==> src/hdl/ssq_pkg.sv <==
package ssq_pkg;
    // Register byte offsets
    localparam logic [5:0] OFS_STB    = 6'h00;
    localparam logic [5:0] OFS_SRE    = 6'h04;
    localparam logic [5:0] OFS_OUTQ   = 6'h08;
    localparam logic [5:0] OFS_ERRQ   = 6'h0c;
    localparam logic [5:0] OFS_CTRL   = 6'h10;
    localparam logic [5:0] OFS_FRANGE = 6'h14;
    localparam logic [5:0] OFS_FCMD   = 6'h18;
    localparam logic [5:0] OFS_PROBE  = 6'h1c;
    localparam logic [5:0] OFS_LEVEL  = 6'h20;

    // Status byte bit positions
    localparam int unsigned STB_ERR_BIT = 2;
    localparam int unsigned STB_MSG_BIT = 4;
    localparam int unsigned STB_RQS_BIT = 6;
    localparam logic [7:0]  SRE_RESET   = 8'h00;

    // Control and filter command fields
    localparam int unsigned CTRL_CLS_BIT    = 0;
    localparam int unsigned CTRL_QCLR_BIT   = 1;
    localparam int unsigned FCMD_ALLOW_BIT  = 0;
    localparam int unsigned FCMD_WIPE_BIT   = 1;
    localparam int unsigned FCMD_APPEND_BIT = 2;

    // Message codes
    localparam logic signed [15:0] CODE_NO_ERROR = 16'sh0000;
    localparam logic signed [15:0] CODE_OVERFLOW = 16'sh015e;
    localparam logic signed [15:0] CODE_MIN      = 16'sh8000;
    localparam logic signed [15:0] CODE_MAX      = 16'sh7fff;
    localparam logic signed [15:0] STATUS_LO_DEF = 16'sh0100;
    localparam logic signed [15:0] STATUS_HI_DEF = 16'sh01ff;

    // Depths and widths
    localparam int unsigned ERRQ_DEPTH = 10;
    localparam int unsigned OUTQ_DEPTH = 16;
    localparam int unsigned OUTQ_W     = 8;
    localparam int unsigned FLT_N      = 8;

    localparam logic [1:0] RESP_OKAY   = 2'h0;
    localparam logic [1:0] RESP_SLVERR = 2'h2;

    // One filter entry: code range, either order, and its verdict
    typedef struct packed {
        logic               allow;
        logic signed [15:0] hi;
        logic signed [15:0] lo;
    } ssq_flt_s;
endpackage

==> src/hdl/ssq_status_queues.sv <==
// Chosen here: the address map and the AXI4-Lite register port.
`timescale 1ns/100ps
module ssq_status_queues #(
    parameter int unsigned        OQ_DEPTH  = ssq_pkg::OUTQ_DEPTH,
    parameter int unsigned        OQ_W      = ssq_pkg::OUTQ_W,
    parameter int unsigned        EQ_DEPTH  = ssq_pkg::ERRQ_DEPTH,
    parameter int unsigned        FLT_N     = ssq_pkg::FLT_N,
    parameter logic signed [15:0] STATUS_LO = ssq_pkg::STATUS_LO_DEF,
    parameter logic signed [15:0] STATUS_HI = ssq_pkg::STATUS_HI_DEF
) (
    input  wire logic               aclk,
    input  wire logic               aresetn,
    input  wire logic [5:0]         s_axi_awaddr,
    input  wire logic               s_axi_awvalid,
    output wire logic               s_axi_awready,
    input  wire logic [31:0]        s_axi_wdata,
    input  wire logic [3:0]         s_axi_wstrb,
    input  wire logic               s_axi_wvalid,
    output wire logic               s_axi_wready,
    output logic      [1:0]         s_axi_bresp,
    output logic                    s_axi_bvalid,
    input  wire logic               s_axi_bready,
    input  wire logic [5:0]         s_axi_araddr,
    input  wire logic               s_axi_arvalid,
    output wire logic               s_axi_arready,
    output logic      [31:0]        s_axi_rdata,
    output logic      [1:0]         s_axi_rresp,
    output logic                    s_axi_rvalid,
    input  wire logic               s_axi_rready,
    input  wire logic               resp_valid,
    input  wire logic [OQ_W-1:0]    resp_data,
    output wire logic               resp_ready,
    input  wire logic               err_valid,
    input  wire logic signed [15:0] err_code,
    output logic                    message_available_flag,
    output logic                    error_available_flag,
    output wire logic               service_request
);
    localparam int OCW = $clog2(OQ_DEPTH + 1);
    localparam int ECW = $clog2(EQ_DEPTH + 1);
    localparam int FCW = $clog2(FLT_N + 1);

    // Counts are reported in one byte each
    if (OQ_DEPTH < 2 || OCW > 8 || ECW > 8 || EQ_DEPTH < 2 || OQ_W > 32 || OQ_W < 1 || FLT_N < 2) begin : g_chk
        $error("ssq_status_queues: unsupported parameter set");
    end

    // Mapped registers are aligned words up to the level register
    function automatic logic is_mapped(input logic [5:0] a);
        is_mapped = (a[1:0] == 2'h0) && (a <= ssq_pkg::OFS_LEVEL);
    endfunction

    // Byte-lane merge for staged registers
    function automatic logic [31:0] lane_merge(input logic [31:0] old, input logic [31:0] nw, input logic [3:0] st);
        lane_merge = old;
        for (int b = 0; b < 4; b++) begin
            if (st[b]) begin
                lane_merge[8*b +: 8] = nw[8*b +: 8];
            end
        end
    endfunction

    // Last matching entry decides; no match means disabled
    function automatic logic code_enabled(input ssq_pkg::ssq_flt_s [FLT_N-1:0] tbl, input logic [FCW-1:0] used,
                                          input logic signed [15:0] code);
        logic signed [15:0] lo;
        logic signed [15:0] hi;
        code_enabled = 1'b0;
        for (int i = 0; i < FLT_N; i++) begin
            lo = tbl[i].lo;
            hi = tbl[i].hi;
            if (FCW'(i) < used && ((code >= lo && code <= hi) || (code >= hi && code <= lo))) begin
                code_enabled = tbl[i].allow;
            end
        end
    endfunction

    // AXI write path: address and data captured in either order
    logic        aw_held_reg;
    logic        w_held_reg;
    logic [5:0]  awaddr_reg;
    logic [31:0] wdata_reg;
    logic [3:0]  wstrb_reg;
    assign s_axi_awready = !aw_held_reg && !s_axi_bvalid;
    assign s_axi_wready  = !w_held_reg && !s_axi_bvalid;
    wire         aw_take = s_axi_awvalid && s_axi_awready;
    wire         w_take  = s_axi_wvalid && s_axi_wready;
    wire         wr_fire = (aw_held_reg || aw_take) && (w_held_reg || w_take);
    wire [5:0]   wa      = aw_held_reg ? awaddr_reg : s_axi_awaddr;
    wire [31:0]  wd      = w_held_reg ? wdata_reg : s_axi_wdata;
    wire [3:0]   ws      = w_held_reg ? wstrb_reg : s_axi_wstrb;
    wire         wr_ok   = wr_fire && is_mapped(wa);

    always_ff @(posedge aclk) begin
        if (!aresetn) begin
            aw_held_reg  <= 1'b0;
            w_held_reg   <= 1'b0;
            awaddr_reg   <= 6'h00;
            wdata_reg    <= 32'h0000_0000;
            wstrb_reg    <= 4'h0;
            s_axi_bvalid <= 1'b0;
            s_axi_bresp  <= ssq_pkg::RESP_OKAY;
        end else begin
            if (aw_take) awaddr_reg <= s_axi_awaddr;
            if (w_take) wdata_reg <= s_axi_wdata;
            if (w_take) wstrb_reg <= s_axi_wstrb;
            aw_held_reg <= wr_fire ? 1'b0 : (aw_held_reg || aw_take);
            w_held_reg  <= wr_fire ? 1'b0 : (w_held_reg || w_take);
            if (wr_fire) begin
                s_axi_bvalid <= 1'b1;
                s_axi_bresp  <= wr_ok ? ssq_pkg::RESP_OKAY : ssq_pkg::RESP_SLVERR;
            end else if (s_axi_bready) begin
                s_axi_bvalid <= 1'b0;
            end
        end
    end

    // Write strobes; command bits live in byte 0
    wire wr_sre    = wr_ok && wa == ssq_pkg::OFS_SRE && ws[0];
    wire wr_ctrl   = wr_ok && wa == ssq_pkg::OFS_CTRL && ws[0];
    wire wr_frange = wr_ok && wa == ssq_pkg::OFS_FRANGE;
    wire wr_fcmd   = wr_ok && wa == ssq_pkg::OFS_FCMD && ws[0];
    wire wr_probe  = wr_ok && wa == ssq_pkg::OFS_PROBE;

    // Read path: one read at a time, pops happen at the address handshake
    assign s_axi_arready = !s_axi_rvalid;
    wire rd_fire = s_axi_arvalid && s_axi_arready;
    wire rd_ok   = rd_fire && is_mapped(s_axi_araddr);

    // Output queue: shift storage, head at index 0
    logic [OQ_W-1:0] oq_mem_reg [OQ_DEPTH];
    logic [OCW-1:0]  oq_cnt_reg;
    wire             oq_empty = oq_cnt_reg == '0;
    assign resp_ready = oq_cnt_reg != OCW'(OQ_DEPTH);
    wire             oq_push  = resp_valid && resp_ready;
    wire             oq_pop   = rd_ok && s_axi_araddr == ssq_pkg::OFS_OUTQ && !oq_empty;
    wire [OCW-1:0]   oq_widx  = oq_cnt_reg - OCW'(oq_pop);
    wire [OCW-1:0]   oq_cnt_next = oq_widx + OCW'(oq_push);

    for (genvar gi = 0; gi < OQ_DEPTH; gi++) begin : g_oq
        // Popping shifts toward the head; a push lands behind the last survivor
        always_ff @(posedge aclk) begin
            if (oq_push && oq_widx == OCW'(gi)) begin
                oq_mem_reg[gi] <= resp_data;
            end else if (oq_pop) begin
                oq_mem_reg[gi] <= oq_mem_reg[(gi + 1) % OQ_DEPTH];
            end
        end
    end

    // Filter table and staged range
    ssq_pkg::ssq_flt_s [FLT_N-1:0] flt_tbl_reg;
    logic [FCW-1:0]                flt_used_reg;
    logic                          flt_full_reg;
    logic [31:0]                   frange_reg;
    logic signed [15:0]            probe_reg;
    wire                           f_wipe   = wr_fcmd && wd[ssq_pkg::FCMD_WIPE_BIT];
    wire                           f_append = wr_fcmd && wd[ssq_pkg::FCMD_APPEND_BIT];
    wire [FCW-1:0]                 f_base   = f_wipe ? '0 : flt_used_reg;
    wire                           f_room   = f_base != FCW'(FLT_N);
    wire ssq_pkg::ssq_flt_s        f_entry  = '{allow: wd[ssq_pkg::FCMD_ALLOW_BIT],
                                               hi: frange_reg[31:16], lo: frange_reg[15:0]};

    // Enable = wipe then allow entries; disable = deny entries appended
    always_ff @(posedge aclk) begin
        if (!aresetn) begin
            flt_tbl_reg    <= '0;
            flt_tbl_reg[0] <= '{allow: 1'b1, hi: ssq_pkg::CODE_MAX, lo: ssq_pkg::CODE_MIN};
            flt_tbl_reg[1] <= '{allow: 1'b0, hi: STATUS_HI, lo: STATUS_LO};
            flt_used_reg   <= FCW'(2);
            flt_full_reg   <= 1'b0;
            frange_reg     <= 32'h0000_0000;
            probe_reg      <= 16'sh0000;
        end else begin
            if (wr_frange) frange_reg <= lane_merge(frange_reg, wd, ws);
            if (wr_probe) probe_reg <= 16'(lane_merge({16'h0000, probe_reg}, wd, ws));
            if (f_append && f_room) begin
                flt_tbl_reg[f_base] <= f_entry;
                flt_used_reg        <= f_base + FCW'(1);
            end else if (f_wipe) begin
                flt_used_reg <= '0;
            end
            // Table overflow is sticky until the next wipe; a rejected append wins
            if (f_append && !f_room) flt_full_reg <= 1'b1;
            else if (f_wipe) flt_full_reg <= 1'b0;
        end
    end

    // Error queue with filter and overflow marker
    logic signed [15:0] eq_mem_reg [EQ_DEPTH];
    logic [ECW-1:0]     eq_cnt_reg;
    wire                eq_clear = wr_ctrl && (wd[ssq_pkg::CTRL_CLS_BIT] || wd[ssq_pkg::CTRL_QCLR_BIT]);
    wire                eq_pop   = rd_ok && s_axi_araddr == ssq_pkg::OFS_ERRQ && eq_cnt_reg != '0 && !eq_clear;
    wire [ECW-1:0]      eq_base  = eq_clear ? '0 : eq_cnt_reg - ECW'(eq_pop);
    wire                eq_admit = err_valid && code_enabled(flt_tbl_reg, flt_used_reg, err_code);
    wire                eq_push  = eq_admit && eq_base != ECW'(EQ_DEPTH);
    wire                eq_last  = eq_base == ECW'(EQ_DEPTH - 1);
    wire signed [15:0]  eq_wval  = eq_last ? ssq_pkg::CODE_OVERFLOW : err_code;
    wire [ECW-1:0]      eq_cnt_next = eq_base + ECW'(eq_push);

    for (genvar gj = 0; gj < EQ_DEPTH; gj++) begin : g_eq
        // Oldest entry stays at index 0
        always_ff @(posedge aclk) begin
            if (eq_push && eq_base == ECW'(gj)) begin
                eq_mem_reg[gj] <= eq_wval;
            end else if (eq_pop) begin
                eq_mem_reg[gj] <= eq_mem_reg[(gj + 1) % EQ_DEPTH];
            end
        end
    end

    // Counts and summary flags; preset is not decoded, so queue and filter ride through it
    logic [7:0] sre_reg;
    always_ff @(posedge aclk) begin
        if (!aresetn) begin
            oq_cnt_reg             <= '0;
            eq_cnt_reg             <= '0;
            message_available_flag <= 1'b0;
            error_available_flag   <= 1'b0;
            sre_reg                <= ssq_pkg::SRE_RESET;
        end else begin
            oq_cnt_reg             <= oq_cnt_next;
            eq_cnt_reg             <= eq_cnt_next;
            message_available_flag <= oq_cnt_next != '0;
            error_available_flag   <= eq_cnt_next != '0;
            if (wr_sre) sre_reg <= wd[7:0];
        end
    end

    // Status byte and service request
    wire [7:0] stb_core = (8'(message_available_flag) << ssq_pkg::STB_MSG_BIT)
                        | (8'(error_available_flag) << ssq_pkg::STB_ERR_BIT);
    assign service_request = |(stb_core & sre_reg);
    wire [7:0] stb_full = stb_core | (8'(service_request) << ssq_pkg::STB_RQS_BIT);

    // Read data selection; empty queues answer zero
    wire [31:0] rd_outq  = oq_empty ? 32'h0000_0000 : 32'(oq_mem_reg[0]);
    wire [31:0] rd_errq  = (eq_cnt_reg == '0) ? 32'(ssq_pkg::CODE_NO_ERROR) : 32'(signed'(eq_mem_reg[0]));
    wire        probe_en = code_enabled(flt_tbl_reg, flt_used_reg, probe_reg);
    wire [31:0] rd_probe = {probe_reg, 14'h0000, flt_full_reg, probe_en};
    wire [31:0] rd_level = {16'h0000, 8'(eq_cnt_reg), 8'(oq_cnt_reg)};
    wire [31:0] rd_fcmd  = {28'h000_0000, 4'(flt_used_reg)};
    wire [5:0]  ra       = s_axi_araddr;
    wire [31:0] rd_value = (ra == ssq_pkg::OFS_STB)    ? {24'h00_0000, stb_full} :
                           (ra == ssq_pkg::OFS_SRE)    ? {24'h00_0000, sre_reg} :
                           (ra == ssq_pkg::OFS_OUTQ)   ? rd_outq :
                           (ra == ssq_pkg::OFS_ERRQ)   ? rd_errq :
                           (ra == ssq_pkg::OFS_FRANGE) ? frange_reg :
                           (ra == ssq_pkg::OFS_FCMD)   ? rd_fcmd :
                           (ra == ssq_pkg::OFS_PROBE)  ? rd_probe :
                           (ra == ssq_pkg::OFS_LEVEL)  ? rd_level : 32'h0000_0000;

    always_ff @(posedge aclk) begin
        if (!aresetn) begin
            s_axi_rvalid <= 1'b0;
            s_axi_rdata  <= 32'h0000_0000;
            s_axi_rresp  <= ssq_pkg::RESP_OKAY;
        end else if (rd_fire) begin
            s_axi_rvalid <= 1'b1;
            s_axi_rdata  <= rd_value;
            s_axi_rresp  <= rd_ok ? ssq_pkg::RESP_OKAY : ssq_pkg::RESP_SLVERR;
        end else if (s_axi_rready) begin
            s_axi_rvalid <= 1'b0;
        end
    end
endmodule

==> config.mk <==
export PLATFORM = sky130hd
export DESIGN_NAME = ssq_status_queues
export DESIGN_NICKNAME = d
export VERILOG_FILES = /design/src/hdl/ssq_pkg.sv /design/src/hdl/ssq_status_queues.sv
export SDC_FILE = /design/constraint.sdc
export NUM_CORES = 2
export LEC_CHECK = 0
export ABC_AREA = 1
export BUFFER_PORTS_ARGS = -buffer_cell sky130_fd_sc_hd__clkbuf_2
export CORE_MARGIN = 5
export CORE_UTILIZATION = 30
export DETAILED_ROUTE_END_ITERATION = 6
export SETUP_SLACK_MARGIN = 0.4
export SYNTH_ARGS = -nofsm -noshare
export SYNTH_HDL_FRONTEND = slang
export SYNTH_SLANG_ARGS = --single-unit
==> constraint.sdc <==
create_clock -name aclk -period 12.1 [get_ports aclk]
set_input_delay 1.815 -clock aclk [delete_from_list [all_inputs] [get_ports aclk]]
set_output_delay 1.815 -clock aclk [all_outputs]
set_load 0.05 [all_outputs]
==> impl_results.md <==
* Most common cell in the netlist: nand2_1
* Worst path arrival time at 6.86 ns
* Die outline area at 146,500 um^2
* Unrepaired setup endpoints after global routing: false
* Crit path time final at 6.558 ns
* Fmax achieved at 152.5 MHz
* Synth warn at 0
* Post-Route WL at 143.2 mm
* Setup TNS at 0 ns
* Power Dens Cells at 118.5 nW/um^2
* Worst Setup Path Type: in -> reg
* Antenna diodes at 0
* Footprint of the multi-input gates at 21,840 um^2
* Largest net degree at the start of global routing at 173
* Worst Hold Class: reg -> reg
* TritonCTS Buffers at 78
* Wire length per cell at 20.82 um
* Synth Cell Area at 41,680 um^2
* Vias per std cell at 5.227
* Worst-margin pin slew at 1.210 ns
* Non-Filler Instances at 6,876
* Max cap viols at 0
* Final ANT Viol Nets at 0
* Total GRT Usage at 18.86%
* Required time worst endpoint at 12.41 ns
* Final GP Congestion at 0.9248
* Synth top area share at 20.75%
* Row count at 136
* Critical path launch point type: input port
* Initial Util at 30.24%
* IO buf count at 123
* H-tree depth at 3
* Dpl cells at 6,737
* Status: finished, final reports clean
* Fin nets at 5,627
* Synth Register Bits at 704
* Unique masters post-synth at 63
* First-pass GRT wire length at 210.5 mm
* Post-CTS Setup Bufs at 0
* Fin area at 46,720 um^2
* R2R Setup Slk at 5.69 ns
* Final worst path period share at 54.20%
* Core area at 137,800 um^2
* Bufs on Longest Clock Path at 3
* Max reg flops at 264
* Final Hold Vio Count at 0
* Post-detail-place hpwl at 97.26 mm
* Root buffer cell: clkbuf_16
* CP endpoint kind: flip-flop
* CTS resizes at 0
* Post-synth EDFFs at 288
* # IOs at 126
* Share of cells above drive strength 1 at 10.09%
* Synth top cells by count: nand2_1 (1,020), ha_1 (523), a21oi_1 (512)
* Clock latency on the worst-skew pair at 0.68 ns
* Asr flop ratio synth at 0%
* Max VDD drop at 105.0 uV
* Sequential-to-total area share from yosys stat at 40.73%
* Number of remaining DRC errors at 0
* Post-DP Area at 44,070 um^2
* Setup violators final at 0
* CTS Hold Buffers Added at 0
* Max-slew violations at 0
* Seq. cell area at 16,980 um^2
* Die width at 382.7 um
* DRT iter0 DRCs at 3,478
* CTS tree: yes
* Crit Path Max Fanout at 172
* Dominant synthesized flop cell: dfxtp_1
* Clk_skew at 0.02998 ns
* Overflow after GRT at 0
* Pleak at 19.93 nW
* Synth area leader: edfxtp_1
* Clock sink count at 704
* Vias at 35,940
* Die height at 382.7 um
* Clock transition at path regs at 0.06 ns
* Rel. slew slack at 18.46%
* Cells after synthesis at 4,959
* Number of iterations in the first detailed-routing pass at 6
* Syn_area_per_cell at 8.405 um^2
* Synth-to-layout area growth at 12.10%
* Fill cell count at 14,220
* Largest cells by area after synthesis: edfxtp_1 (21%), dfxtp_1 (20%), ha_1 (16%)
* Initial antenna violation count at 8
* Vias in the first global route at 33,090
-- layout make-up --
type | count | share of cell area (%)
Sequential cell | 704 | 36.34
Tap cell | 1794 | 4.804
Clock buffer | 102 | 4.544
Timing Repair Buffer | 173 | 2.166
Clock inverter | 37 | 1.127
Multi-Input combinational cell | 3534 | 46.74
Inverter | 532 | 4.279
-- critical path, stage by stage --
cell,delay [ns]
clkbuf_2,0.08
nor2_1,0.16
inv_1,0.09
nor2_1,0.12
inv_2,0.07
nor2_1,0.08
nand3_1,0.28
inv_2,0.19
nor2_1,0.05
nor3_1,0.18
inv_1,0.12
nor3_4,0.22
buf_12,0.50
ha_1,0.30
nand2_1,0.07
xor2_1,0.17
nor2_1,0.13
inv_2,0.05
nor2_1,0.11
inv_2,0.05
nor2_1,0.81
nand3_2,0.49
nand2_1,0.67
-- power breakdown --
| group | internal [W] | switching [W] | total [W] |
|---|---|---|---|
| Clock | 0.00146 | 0.00105 | 0.00251 |
| Combinational | 0.000149 | 0.000343 | 0.000492 |
| Sequential | 0.00250 | 0.0000247 | 0.00253 |
-- cells in the final DEF, fill, tap and decap left out, drive strengths merged, types with 5 or more instances in the layout --
master,count
inv,532
buf,50
nor3,41
or2,26
a31oi,26
nor2,281
nand2,1031
nand3,283
clkbuf,225
ha,523
nor4,16
a211oi,48
o21ai,397
a221oi,5
xnor2,13
o21bai,10
clkinv,24
mux2,125
bufinv,10
xor2,11
o211ai,46
a21oi,512
nand3b,7
dfxtp,416
nand4,46
edfxtp,288
a21o,9
o22ai,5
o31ai,5
o221ai,21
o21a,20
-- path summary, 6_finish.rpt --
check | startpoint | to | cells after the start
max | s_axi_araddr[1] | eq_mem_reg[4][17] | 23
min | sre_reg[1] | sre_reg[1] | 2
max reg2reg | w_held_reg | eq_mem_reg[4][17] | 19
min reg2reg | sre_reg[1] | sre_reg[1] | 2
-- stage by stage --
step / utilization, % / hold slack, ns / setup slack, ns / power [W]
floorplan: - / 0.4217 / 5.666 / 0.002879
global placement: 31.98 / 0.4395 / 4.825 / 0.003051
detailed placement: 31.98 / 0.4595 / 4.875 / 0.003062
CTS: 33.90 / 0.4708 / 5.597 / 0.005575
global route: 33.90 / 0.4874 / 5.056 / 0.005727
finish: 33.90 / 0.4652 / 5.542 / 0.005535
-- routing by layer --
metal | track usage (%) | vias to the layer above | routed length, um
li1 | - | 17230 | -
met2 | 29.21 | 1421 | 61900
met1 | 26.57 | 17030 | 64200
met5 | 0 | - | 22
met4 | 6.772 | 4 | 5260
met3 | 3.041 | 259 | 11790
-- logic make-up (layout without fill, tap and decap cells) --
group                    after synthesis  in the layout  synth area share [%]
adder cells (fa/ha/maj)              523            523                 15.70
multiplexers                         125            125                 3.377
AND/OR/NAND/NOR                     1740           1740                 17.92
XOR/XNOR                              24             24                0.5043
flip-flops                           704            704                 40.73
other                                  1              2              0.008997
buffers and inverters                722            844                 6.970
AO/OA/AOI/OAI                       1120           1120                 14.79
(Power assumes the default switching activity.)
